===== config.mk =====
export PLATFORM = sky130hd
export DESIGN_NAME = dcb_dual_counter
export DESIGN_NICKNAME = d
export VERILOG_FILES = /design/src/design/dcb_pkg.sv /design/src/design/dcb_timebase.sv /design/src/design/dcb_counter_unit.sv /design/src/design/dcb_dual_counter.sv
export SDC_FILE = /design/constraint.sdc
export NUM_CORES = 1
export LEC_CHECK = 0
export BUFFER_PORTS_ARGS = -buffer_cell sky130_fd_sc_hd__buf_2
export CAP_MARGIN = 20
export CELL_PAD_IN_SITES_DETAIL_PLACEMENT = 1
export CELL_PAD_IN_SITES_GLOBAL_PLACEMENT = 1
export CORE_MARGIN = 2
export CORE_UTILIZATION = 37
export DETAILED_ROUTE_END_ITERATION = 16
export PLACE_DENSITY = 0.76
export SLEW_MARGIN = 40
export SYNTH_ARGS = -nofsm -noshare
export SYNTH_HDL_FRONTEND = slang
export SYNTH_SLANG_ARGS = --single-unit

===== constraint.sdc =====
create_clock -name ref_clk -period 2.89 [get_ports ref_clk]
set_input_delay 0.578 -clock ref_clk [delete_from_list [all_inputs] [get_ports ref_clk]]
set_output_delay 0.578 -clock ref_clk [all_outputs]
set_load 0.03 [all_outputs]

===== src/design/dcb_pkg.sv =====
package dcb_pkg;

  // ----------------------------------------------------------------
  // bus geometry
  // ----------------------------------------------------------------
  localparam int APB_AW = 8;
  localparam int APB_DW = 32;

  // ----------------------------------------------------------------
  // register byte addresses
  // ----------------------------------------------------------------
  localparam logic [7:0] ADDR_HI0 = 8'h00;
  localparam logic [7:0] ADDR_LO0 = 8'h04;
  localparam logic [7:0] ADDR_HI1 = 8'h08;
  localparam logic [7:0] ADDR_LO1 = 8'h0c;
  localparam logic [7:0] ADDR_CTRL = 8'h10;
  localparam logic [7:0] ADDR_STAT = 8'h14;
  localparam logic [7:0] ADDR_IDENT = 8'h18;

  // ----------------------------------------------------------------
  // field layouts and reset values
  // ----------------------------------------------------------------
  localparam int CTRL_W = 14;
  localparam logic [CTRL_W-1:0] CTRL_RESET = 14'h0000;
  localparam int STAT_W = 8;
  localparam int CNT_W = 16;
  localparam logic [CNT_W-1:0] CNT_ALL_ONES = 16'hffff;
  localparam logic [CNT_W-1:0] CNT_ZERO = 16'h0000;
  localparam int ID_DIGIT_W = 2;

  // ----------------------------------------------------------------
  // timing
  // ----------------------------------------------------------------
  localparam int CLK_PERIOD_NS = 10;
  localparam int SETTLE_NS = 1200;
  localparam int DESKEW_NS = 200;
  localparam logic [7:0] SETTLE_CYC = 8'((SETTLE_NS + CLK_PERIOD_NS - 1) / CLK_PERIOD_NS);
  localparam logic [7:0] DESKEW_CYC = 8'((DESKEW_NS + CLK_PERIOD_NS - 1) / CLK_PERIOD_NS);
  localparam int BASE_TICK_NS = 5000;
  localparam logic [8:0] BASE_TICK_CYC = 9'(BASE_TICK_NS / CLK_PERIOD_NS);
  localparam int TEST_HALF_NS = 100000;
  localparam logic [4:0] TEST_HALF_TICKS = 5'(TEST_HALF_NS / BASE_TICK_NS);
  localparam logic [3:0] DECADE = 4'ha;
  localparam int DECADES = 6;

  // ----------------------------------------------------------------
  // modes and carriers
  // ----------------------------------------------------------------
  typedef enum logic [1:0] {
    DCB_MODE_X = 2'h0,
    DCB_MODE_AND = 2'h1,
    DCB_MODE_OR = 2'h2,
    DCB_MODE_PERIOD = 2'h3
  } dcb_mode_e;

  typedef struct packed {
    logic [1:0] tsel1;
    logic [1:0] tsel0;
    logic [1:0] fsel1;
    logic [1:0] fsel0;
    dcb_mode_e mode1;
    dcb_mode_e mode0;
    logic field_disable_bit;
    logic test_select_bit;
  } dcb_cfg_s;

  typedef struct packed {
    logic load;
    logic arm;
    logic [15:0] load_value;
    logic hold;
    logic counted_signal;
    logic window;
  } dcb_ctr_in_s;

  typedef struct packed {
    logic [15:0] count;
    logic overflow;
    logic enabled;
    logic armed;
    logic ext_flag;
  } dcb_ctr_out_s;

  typedef struct packed {
    logic [3:0] freq;
    logic [3:0] tbase;
  } dcb_base_s;

endpackage


===== src/design/dcb_timebase.sv =====
`timescale 1ns/10ps
module dcb_timebase
  import dcb_pkg::*;
(
  input wire logic ref_clk,
  input wire logic reset_n,
  input wire logic test_select_bit,
  output dcb_base_s bases
);

  // ----------------------------------------------------------------
  // 5 us prescaler and decade chain
  // ----------------------------------------------------------------
  logic [8:0] pre_cnt;
  logic base_tick;
  logic [DECADES:0] tick;
  logic [DECADES:0] sq;
  logic [3:0] dec_cnt [DECADES];
  logic [4:0] test_cnt;
  logic sq_test;

  always_ff @(posedge ref_clk or negedge reset_n) begin
    if (!reset_n) begin
      pre_cnt <= 9'h000;
      base_tick <= 1'b0;
    end else if (pre_cnt == BASE_TICK_CYC - 9'h001) begin
      pre_cnt <= 9'h000;
      base_tick <= 1'b1;
    end else begin
      pre_cnt <= pre_cnt + 9'h001;
      base_tick <= 1'b0;
    end
  end

  assign tick[0] = base_tick;

  for (genvar i = 0; i < DECADES; i++) begin : g_dec
    assign tick[i+1] = tick[i] & (dec_cnt[i] == DECADE - 4'h1);
    always_ff @(posedge ref_clk or negedge reset_n) begin
      if (!reset_n) begin
        dec_cnt[i] <= 4'h0;
      end else if (tick[i]) begin
        dec_cnt[i] <= (dec_cnt[i] == DECADE - 4'h1) ? 4'h0 : dec_cnt[i] + 4'h1;
      end
    end
  end

  // squares: 100k, 10k, 1k, 100 Hz, then 100 ms, 1 s, 10 s periods
  for (genvar i = 0; i <= DECADES; i++) begin : g_sq
    always_ff @(posedge ref_clk or negedge reset_n) begin
      if (!reset_n) begin
        sq[i] <= 1'b0;
      end else if (tick[i]) begin
        sq[i] <= ~sq[i];
      end
    end
  end

  always_ff @(posedge ref_clk or negedge reset_n) begin
    if (!reset_n) begin
      test_cnt <= 5'h00;
      sq_test <= 1'b0;
    end else if (tick[0]) begin
      if (test_cnt == TEST_HALF_TICKS - 5'h01) begin
        test_cnt <= 5'h00;
        sq_test <= ~sq_test;
      end else begin
        test_cnt <= test_cnt + 5'h01;
      end
    end
  end

  always_ff @(posedge ref_clk or negedge reset_n) begin
    if (!reset_n) begin
      bases <= '0;
    end else begin
      bases.freq <= test_select_bit ? {4{sq_test}} : sq[3:0];
      bases.tbase <= test_select_bit ? {4{sq[6]}} : sq[6:3];
    end
  end

endmodule


===== src/design/dcb_counter_unit.sv =====
`timescale 1ns/10ps
module dcb_counter_unit
  import dcb_pkg::*;
(
  input wire logic ref_clk,
  input wire logic reset_n,
  input wire dcb_ctr_in_s ctl,
  output dcb_ctr_out_s stat
);

  logic sig_prev;
  logic win_prev;
  logic pending;
  logic armed;
  logic enabled;
  logic [15:0] count;
  logic sig_rise;

  assign sig_rise = ctl.counted_signal & ~sig_prev & enabled;

  always_ff @(posedge ref_clk or negedge reset_n) begin
    if (!reset_n) begin
      sig_prev <= 1'b0;
      win_prev <= 1'b0;
    end else begin
      sig_prev <= ctl.counted_signal;
      win_prev <= ctl.window;
    end
  end

  // ----------------------------------------------------------------
  // arming and counting window
  // ----------------------------------------------------------------
  always_ff @(posedge ref_clk or negedge reset_n) begin
    if (!reset_n) begin
      armed <= 1'b0;
      enabled <= 1'b0;
    end else if (ctl.load) begin
      armed <= ctl.arm;
      enabled <= 1'b0;
    end else if (armed && ctl.window && !win_prev) begin
      armed <= 1'b0;
      enabled <= 1'b1;
    end else if (enabled && !ctl.window && win_prev) begin
      enabled <= 1'b0;
    end
  end

  // ----------------------------------------------------------------
  // count with anticoincidence hold
  // ----------------------------------------------------------------
  always_ff @(posedge ref_clk or negedge reset_n) begin
    if (!reset_n) begin
      count <= CNT_ZERO;
      pending <= 1'b0;
    end else if (ctl.load) begin
      count <= ctl.load_value;
      pending <= 1'b0;
    end else if (ctl.hold) begin
      if (sig_rise) begin
        pending <= 1'b1;
      end
    end else begin
      count <= count + {15'h0000, sig_rise} + {15'h0000, pending};
      pending <= 1'b0;
    end
  end

  always_comb begin
    stat.count = count;
    stat.overflow = (count == CNT_ALL_ONES);
    stat.enabled = enabled;
    stat.armed = armed;
    stat.ext_flag = 1'b0;
  end

endmodule


===== src/design/dcb_dual_counter.sv =====
// Contract
// two independent 16-bit presettable up counters
// counter preset to zero counts 65,535 events to all ones
// extra flag stage beside each counter MSB is held cleared
// each counter reads its own identity code, low digit chosen per counter
// initialize or test-bit entry zeroes data path and loads both counters; test-bit entry here clears in_buf but not out_buf or prdata
// high-byte write buffered; low-byte write loads both bytes together
// controller writes high byte before low byte
// high-byte read drives high byte and captures low byte into buffer
// one input buffer and one output buffer shared by both counters
// counting inhibited while a high byte is read
// count edge during high read held, applied after strobe negates
// high-byte read delays capture and reply by 1.2 us
// low-byte read neither holds counting nor waits the settle delay
// every read reply delayed at least 0.2 us after selection
// overflow asserted at all ones, the only status the control uses
// four byte addresses: high and low byte of each counter; the code also decodes control, status and identity at 8'h10, 8'h14, 8'h18
// one shared generator supplies frequencies and time bases
// per-counter mode select forms counted signal and counting window
// test operation, field disable and identity readback are supported
// controller reads high byte before low byte
// low-byte write arms; count from next window rise to its fall
// test bit makes generator give 5 kHz and a ten-second time base
// delays are whole clock counts; async inputs pass two flip-flops
// a held count edge is counted exactly once after release
`timescale 1ns/10ps
module dcb_dual_counter
  import dcb_pkg::*;
#(
  parameter logic [7:0] ID_BASE = 8'h5c // value arbitrary
) (
  input wire logic ref_clk,
  input wire logic reset_n,
  input wire logic psel,
  input wire logic penable,
  input wire logic pwrite,
  input wire logic [APB_AW-1:0] paddr,
  input wire logic [APB_DW-1:0] pwdata,
  output logic [APB_DW-1:0] prdata,
  output logic pready,
  output logic pslverr,
  input wire logic [1:0] field_x,
  input wire logic [1:0] field_y,
  input wire logic [ID_DIGIT_W-1:0] id_digit0,
  input wire logic [ID_DIGIT_W-1:0] id_digit1,
  output logic [1:0] counter_enable_out,
  output logic [1:0] counter_overflow
);

  // ----------------------------------------------------------------
  // declarations
  // ----------------------------------------------------------------
  dcb_cfg_s cfg;
  dcb_base_s bases;
  dcb_ctr_in_s ctr_in [2];
  dcb_ctr_out_s ctr_out [2];

  // pin sync
  logic [1:0] fx_meta;
  logic [1:0] fx_sync;
  logic [1:0] fy_meta;
  logic [1:0] fy_sync;
  logic [2*ID_DIGIT_W-1:0] id_meta;
  logic [2*ID_DIGIT_W-1:0] id_sync;

  // buffers, timer
  logic [7:0] in_buf;
  logic [7:0] out_buf;
  logic [7:0] wait_cnt;
  logic test_prev;
  logic init_pulse;

  // bus decode
  logic setup_ph;
  logic access_ph;
  logic wr_done;
  logic strobe;
  logic [1:0] sel_hi;
  logic [1:0] sel_lo;
  logic sel_ctrl;
  logic sel_stat;
  logic sel_ident;
  logic unmapped;

  // mode select
  logic [1:0] fx;
  logic [1:0] fy;

  // read path
  logic [7:0] ident [2];
  logic [APB_DW-1:0] next_rdata;
  logic [7:0] next_wait;

  // ----------------------------------------------------------------
  // synchronisers for field and strap pins
  // ----------------------------------------------------------------
  always_ff @(posedge ref_clk or negedge reset_n) begin
    if (!reset_n) begin
      fx_meta <= 2'h0;
      fx_sync <= 2'h0;
      fy_meta <= 2'h0;
      fy_sync <= 2'h0;
    end else begin
      fx_meta <= field_x;
      fx_sync <= fx_meta;
      fy_meta <= field_y;
      fy_sync <= fy_meta;
    end
  end

  // id straps
  always_ff @(posedge ref_clk or negedge reset_n) begin
    if (!reset_n) begin
      id_meta <= 4'h0;
      id_sync <= 4'h0;
    end else begin
      id_meta <= {id_digit1, id_digit0};
      id_sync <= id_meta;
    end
  end

  // identity code: fixed upper bits, low digit strapped per counter
  assign ident[0] = {ID_BASE[7:2], id_sync[1:0]};
  assign ident[1] = {ID_BASE[7:2], id_sync[3:2]};

  // ----------------------------------------------------------------
  // address decode
  // ----------------------------------------------------------------
  // apb phases
  assign setup_ph = psel & ~penable;
  assign access_ph = psel & penable;

  // selects
  always_comb begin
    sel_hi[0] = (paddr == ADDR_HI0);
    sel_lo[0] = (paddr == ADDR_LO0);
    sel_hi[1] = (paddr == ADDR_HI1);
    sel_lo[1] = (paddr == ADDR_LO1);
    sel_ctrl = (paddr == ADDR_CTRL);
    sel_stat = (paddr == ADDR_STAT);
    sel_ident = (paddr == ADDR_IDENT);

    unmapped = ~(|sel_hi | |sel_lo | sel_ctrl | sel_stat | sel_ident);
  end

  // ----------------------------------------------------------------
  // reply timing
  // ----------------------------------------------------------------
  // wait length
  always_comb begin
    if (pwrite) begin
      next_wait = 8'h00;
    end else if (|sel_hi) begin
      next_wait = SETTLE_CYC;
    end else begin
      next_wait = DESKEW_CYC;
    end
  end

  // wait counter
  always_ff @(posedge ref_clk or negedge reset_n) begin
    if (!reset_n) begin
      wait_cnt <= 8'h00;
    end else if (setup_ph) begin
      wait_cnt <= next_wait;
    end else if (access_ph && wait_cnt != 8'h00) begin
      wait_cnt <= wait_cnt - 8'h01;
    end
  end

  // apb reply
  assign pready = access_ph & (wait_cnt == 8'h00);
  assign pslverr = pready & unmapped;
  assign wr_done = pready & pwrite;
  // delayed capture strobe, one cycle ahead of the reply
  assign strobe = access_ph & ~pwrite & (wait_cnt == 8'h01);

  // ----------------------------------------------------------------
  // read data and shared output buffer
  // ----------------------------------------------------------------
  // read mux
  always_comb begin
    next_rdata = '0;
    if (sel_hi[0]) begin
      next_rdata[7:0] = ctr_out[0].count[15:8];
    end else if (sel_hi[1]) begin
      next_rdata[7:0] = ctr_out[1].count[15:8];
    end else if (|sel_lo) begin
      next_rdata[7:0] = out_buf;
    end else if (sel_ctrl) begin
      next_rdata[CTRL_W-1:0] = cfg;
    end else if (sel_stat) begin
      next_rdata[STAT_W-1:0] = {ctr_out[1].ext_flag, ctr_out[0].ext_flag,
                                ctr_out[1].armed, ctr_out[0].armed,
                                ctr_out[1].enabled, ctr_out[0].enabled,
                                ctr_out[1].overflow, ctr_out[0].overflow};
    end else if (sel_ident) begin
      next_rdata[15:0] = {ident[1], ident[0]};
    end
  end

  // read data
  always_ff @(posedge ref_clk or negedge reset_n) begin
    if (!reset_n) begin
      prdata <= '0;
    end else if (strobe) begin
      prdata <= next_rdata;
    end
  end

  // low snapshot
  always_ff @(posedge ref_clk or negedge reset_n) begin
    if (!reset_n) begin
      out_buf <= 8'h00;
    end else if (strobe && sel_hi[0]) begin
      out_buf <= ctr_out[0].count[7:0];
    end else if (strobe && sel_hi[1]) begin
      out_buf <= ctr_out[1].count[7:0];
    end
  end

  // ----------------------------------------------------------------
  // writes: shared input buffer and control register
  // ----------------------------------------------------------------
  // high staging
  always_ff @(posedge ref_clk or negedge reset_n) begin
    if (!reset_n) begin
      in_buf <= 8'h00;
    end else if (init_pulse) begin
      in_buf <= 8'h00;
    end else if (wr_done && |sel_hi) begin
      in_buf <= pwdata[7:0];
    end
  end

  // control
  always_ff @(posedge ref_clk or negedge reset_n) begin
    if (!reset_n) begin
      cfg <= CTRL_RESET;
    end else if (wr_done && sel_ctrl) begin
      cfg <= pwdata[CTRL_W-1:0];
    end
  end

  // ----------------------------------------------------------------
  // initialise on test-bit entry
  // ----------------------------------------------------------------
  // test edge
  always_ff @(posedge ref_clk or negedge reset_n) begin
    if (!reset_n) begin
      test_prev <= 1'b0;
    end else begin
      test_prev <= cfg.test_select_bit;
    end
  end

  // init pulse
  assign init_pulse = cfg.test_select_bit & ~test_prev;

  // ----------------------------------------------------------------
  // shared frequency and time base generator
  // ----------------------------------------------------------------
  dcb_timebase u_timebase (
    .ref_clk(ref_clk),
    .reset_n(reset_n),
    .test_select_bit(cfg.test_select_bit),
    .bases(bases)
  );

  // ----------------------------------------------------------------
  // mode select and counter control
  // ----------------------------------------------------------------
  // disabled field inputs read as zero
  assign fx = fx_sync & {2{~cfg.field_disable_bit}};
  assign fy = fy_sync & {2{~cfg.field_disable_bit}};

  always_comb begin
    dcb_mode_e mode;
    logic freq;
    logic tb;
    mode = DCB_MODE_X;
    freq = 1'b0;
    tb = 1'b0;

    for (int c = 0; c < 2; c++) begin
      mode = (c == 0) ? cfg.mode0 : cfg.mode1;
      freq = bases.freq[(c == 0) ? cfg.fsel0 : cfg.fsel1];
      tb = bases.tbase[(c == 0) ? cfg.tsel0 : cfg.tsel1];
      ctr_in[c].window = tb;

      case (mode)
        DCB_MODE_X: begin
          ctr_in[c].counted_signal = fx[c];
        end
        DCB_MODE_AND: begin
          ctr_in[c].counted_signal = fx[c] & fy[c];
        end
        DCB_MODE_OR: begin
          ctr_in[c].counted_signal = fx[c] | fy[c];
        end
        DCB_MODE_PERIOD: begin
          ctr_in[c].counted_signal = freq;
          ctr_in[c].window = fx[c];
        end
        default: begin
          ctr_in[c].counted_signal = 1'b0;
        end
      endcase

      // hold spans the whole high-byte read until psel falls
      ctr_in[c].hold = psel & ~pwrite & sel_hi[c];
      ctr_in[c].arm = wr_done & sel_lo[c];
      ctr_in[c].load = init_pulse | (wr_done & sel_lo[c]);
      ctr_in[c].load_value = init_pulse ? CNT_ZERO : {in_buf, pwdata[7:0]};
    end
  end

  // counters
  for (genvar c = 0; c < 2; c++) begin : g_ctr
    dcb_counter_unit u_ctr (
      .ref_clk(ref_clk),
      .reset_n(reset_n),
      .ctl(ctr_in[c]),
      .stat(ctr_out[c])
    );
  end

  // ----------------------------------------------------------------
  // field-side outputs
  // ----------------------------------------------------------------
  // field pins
  always_ff @(posedge ref_clk or negedge reset_n) begin
    if (!reset_n) begin
      counter_enable_out <= 2'h0;
      counter_overflow <= 2'h0;
    end else begin
      counter_enable_out <= {ctr_out[1].enabled, ctr_out[0].enabled}
                            & {2{~cfg.field_disable_bit}};
      counter_overflow <= {ctr_out[1].overflow, ctr_out[0].overflow};
    end
  end

endmodule


# Yosys cells after proc, flatten, opt, wreduce, memory -nomap -nowiden
# Index checks and enable logic that the tools add are counted.
# totals
ff_bits	172
input_bits	53
output_inout_bits	38
word_cells	242
# op_classes
addsub	13
n_lt_le_gt_ge	4
n_eq_ne	27
n_mux	63
bitwise_logic	51
reduce_logical	32
# op_table
operator	count
8-bit 2-to-1 mux	11
16-bit 2-to-1 mux	5
16-bit by 1-bit adder with 16-bit output	4
7-bit 2-to-1 mux	5
16-bit == test, second input constant	2
4-bit 2-to-1 mux	7
1-bit bitwise AND	25
4-bit by 1-bit adder with 4-bit output, second input constant	6
4-bit == test, second input constant	6
8-bit by 5-bit == test with 1-bit output, second input constant	3
1-bit 2-to-1 mux	24
8-bit by 4-bit == test with 1-bit output, second input constant	2
8-bit zero test	2
15-bit 2-to-1 mux	1
1-bit NOT	15
14-bit 2-to-1 mux	1
1-bit logical AND	13
2-bit by 3-bit < comparator with 1-bit output, second input constant	4
2-bit nonzero test	5
9-bit by 1-bit adder with 9-bit output, second input constant	1
9-bit == test, second input constant	1
9-bit 2-to-1 mux	1
1-bit binary-select mux with 2-bit select	4
2-bit == test, second input constant	4
19 further kinds	38

# Depth between registers and ports, before layout
# depth
ltp_word	10
mapped_depth	11
mapped_depth_nobuf	11

# Hierarchy
# From an unflattened synthesis, not the netlist that was laid out.
# hier_totals
cells_unflattened	841
hier_area_um2	8798.4
# by_module_without_submodules
mod	instances	cells_per_inst	area_each_um2	seq_area_each_um2
dcb_dual_counter	1	373	3892.5	1851.8
dcb_timebase	1	225	2484.9	1376.3
dcb_counter_unit at g_ctr[1].u_ctr	1	122	1242.4	525.5
dcb_counter_unit at g_ctr[0].u_ctr	1	121	1178.6	525.5

# Least setup slack after synthesis
# No wires, ideal clock.
# synth_path
path_type	input -> output
startpoint	input port paddr[3]
endpoint	output port pslverr
arrival_ns	2.461
path_slack_ns	-0.149
stages	5
path_buffers	3
cell_sequence	clkbuf_1 > buf_1 > clkbuf_1 > nand3_1 > a21boi_0
# synth_between
elab_chain_cells	8
elab_cells_between_ends	15
classes_between	6 x eq/ne; 6 x bitwise; 3 x reduce/logical
# synth_lines
element	line_no	text
start, declared	dcb_dual_counter.sv:37	input wire logic [APB_AW-1:0] paddr,
8-bit by 4-bit == test with 1-bit output (tied with other cells)	dcb_dual_counter.sv:137	sel_hi[1] = (paddr == ADDR_HI1);
2-bit OR reduction	dcb_dual_counter.sv:143	unmapped = ~(|sel_hi | |sel_lo | sel_ctrl | sel_stat | sel_ident);
1-bit bitwise OR (3 in series)	dcb_dual_counter.sv:143	
1-bit bitwise OR *	dcb_dual_counter.sv:143	
1-bit NOT *	dcb_dual_counter.sv:143	
1-bit bitwise AND *	dcb_dual_counter.sv:173	assign pslverr = pready & unmapped;
end, declared	dcb_dual_counter.sv:41	output logic pslverr,
# Every way passes the cells marked *; elsewhere a longest branch is shown, timed or not.

==> results.yml <==
power_and_ir_drop:
  vdd_drop_max_mv: 0.341
  leakage_nw: 4.46
  power_w: 0.00587
  power_density_nw_per_um2: 599
die:
  die-width_um: 156
  coreArea_um2: 22600
  initial_core_util_pct: 37.6
  io-pin-count: 91
  die_y_um: 156
  die-area_um2: 24200
  rows: 55
clock_tree:
  clk_pin_slew_ns: 0.07
  cts_buffer_depth: 2
  cts_hold_buf: 0
  clock_latency_ns: 0.44
  cts_buffers: 17
  htreeDepth: 4
  cts_tree: "yes"
  clkSinkCount: 171
  cts_root_buffer: "clkbuf_16"
synthesis:
  yosysSeqAreaShare_pct: 50.4
  ys_types: 72
  ys_seq_elements: 171
  synth_top_area_cell: "dfrtp_1"
  yosys-top-cells-area: "dfrtp_1, nand2_1, a21oi_1, xnor2_1, o21ai_0"
  syn_inst: 855
  synth_area_per_cell_um2: 9.93
  post-synth-top-count-cell: "dfrtp_1"
  ys_warn_count: 0
  syn_area_um2: 8490
  yosys_most_used_dff: "dfrtp_1"
  ys_top_cells_by_count: "dfrtp_1, nand2_1, a21oi_1, o21ai_0, nor2_1"
  async_reset_ff_share_pct: 100
  synth_edf_count: 0
  yosys.area.top_type_share_pct: 50.4
worst_setup_path:
  cp.depth: 11
  crit_type: "flop to flop"
  reg2regPathDepth: 11
  cp.arrival_ns: 3.09
  required_ns: 3.19
  path_cells: "mux4_2, nand3_1, o21ai_0, nand3b_1, fa_1, inv_1, ha_1, o41ai_4, nor3_1, xnor2_1, a21oi_1"
  slowest_stage: "dfrtp_1"
  startpoint_type: "flop"
  ff2ff_setup_slack_ns: 0.1
  crit_fanout: 6
  path_buf_inv: 1
  worstSetupEndpointType: "flop"
  critical-path-top-delay-family: "adder cells"
  cpPeakStageDelay_ns: 0.45
cells_and_area:
  design_area_um2: 9810
  final_net_count: 988
  num_antenna_cells: 0
  area_growth_pct: 15.5
  fin_cells: 1225
  drive_above_1_share_pct: 17.9
global_routing:
  busiest_layer: "met2"
  antenna_found_initial: 0
  met3_usage_pct: 3.98
  grt_usage_pct: 20.3
  use_met1_pct: 26.1
  grt_util_met2_pct: 34.0
  grt_start_max_net_pins: 55
  grt_pass1_vias: 6975
  overflow: 0
  grt_pass1_wl_um: 38000
sta:
  setup_viol: 0
  maxSlewViolCount: 0
  min_period_over_period_pct: 96.6
  fin_crit_ns: 2.79
  hold_violations: 0
  rsz0062_at_grt: "yes"
  max_slew.worst_pin.slew_ns: 0.740
  max_slew_margin_pct: 50.3
  clock_skew_ns: 0.0105
  fmax_mhz: 358
  worst_hold_slack_ns: 0.0934
  fin_ws_ns: 0.0986
routing:
  wl_per_cell_um: 19.1
  drtPass1Iterations: 4
  drtAntennaViolNets: 0
  drt_wl_total_um: 23400
  drc_errors: 0
  vias: 6581
  vias_per_cell: 5.37
  initialDrtViolationCount: 369
hold_path:
  hp-class: "primary input to async pin"
placement:
  hpwl_um: 16800
  place_area_um2: 9170
  place_congestion: 0.874
  place.port_buffers: 55
  place_ws_ns: 0.163
  dp_cells: 1191
job:
  max_cap_violations: 0
status:
  outcome: "finished clean"
## power by group
part / leakage, nW / internal [W] / total, W / switching (W)
combinational: 1.89 / 0.000325 / 0.000834 / 0.000509
clock: 0.288 / 0.00125 / 0.00234 / 0.00108
sequential: 2.28 / 0.00254 / 0.00270 / 0.000164
total: 4.46 / 0.00412 / 0.00587 / 0.00176
## registers in the layout (all words and copies together) (netlist names), 5 cells and up
register / flops
g_ctr.u_ctr.count: 32
out_buf: 8
u_timebase.test_cnt: 5
cfg: 14
u_timebase.pre_cnt: 9
u_timebase.sq: 7
in_buf: 8
u_timebase.dec_cnt: 24
wait_cnt: 8
prdata: 15
u_timebase.bases: 8
## what timing repair did
| item | in CTS | in global routing |
|---|---|---|
| setup endpoints to repair | 0 | 13 |
| buffers inserted | 0 | 2 |
| gates resized for setup | 0 | 7 |
## kinds of logic (layout without fill, tap and decap cells)
| group | count (synthesis) | in the layout | synth area share, % |
|---|---|---|---|
| other | 1 | 17 | 0.0441 |
| and+or+nand+nor | 309 | 309 | 19.2 |
| xor gates and xnor gates | 54 | 54 | 5.57 |
| DFF | 171 | 171 | 50.4 |
| adders and majority gates | 8 | 8 | 1.36 |
| muxes | 41 | 41 | 5.67 |
| AOI/OAI and AO/OA | 186 | 186 | 13.1 |
| buffers and inverters | 85 | 154 | 4.70 |
## layout make-up
type / count / area (um^2)
Clock buffer: 19 / 443
Clock inverter: 13 / 149
Fill cell: 2578 / 12800
Inverter: 36 / 135
Multi-Input combinational cell: 615 / 3910
Sequential cell: 171 / 4280
Tap cell: 285 / 357
Timing Repair Buffer: 86 / 539
## placed cells by master, fill, tap and decap left out, types with 10 or more instances in the layout
master	instances
inv_1	36
nand3_1	25
nand2b_1	12
nand2_1	94
nor2b_1	12
buf_4	29
xnor2_1	38
buf_2	54
nand4_1	10
nor2_1	62
o21ai_0	65
xor2_1	16
mux2i_1	20
conb_1	17
clkbuf_16	17
mux2_2	16
nor3_1	23
dfrtp_1	171
a21oi_1	69
## final timing paths
check	from	end
max	cfg[6]	g_ctr[0].u_ctr.count[12]
min	reset_n	out_buf[3]
max reg2reg	cfg[6]	g_ctr[0].u_ctr.count[12]
min reg2reg	id_meta[0]	id_sync[0]
max in group asynchronous	reset_n	prdata[7]
min in group ref_clk	id_digit1[0]	id_meta[2]
## stage by stage
stage	utilization, %	setup TNS [ns]
2_1_floorplan	-	0
3_3_place_gp	40.6	0
3_5_place_dp	40.6	0
4_1_cts	43.3	0
5_1_grt	43.4	-0.0342
6_report	43.4	0
## metal layers
layer  routed length [um]  vias to the layer above
li1                     -                     3095
met1                10400                     3344
met2                11700                      110
met3                  853                       32
met4                  567                        0
met5                    0                        -
No activity file was read; power rests on OpenSTA's default activity.
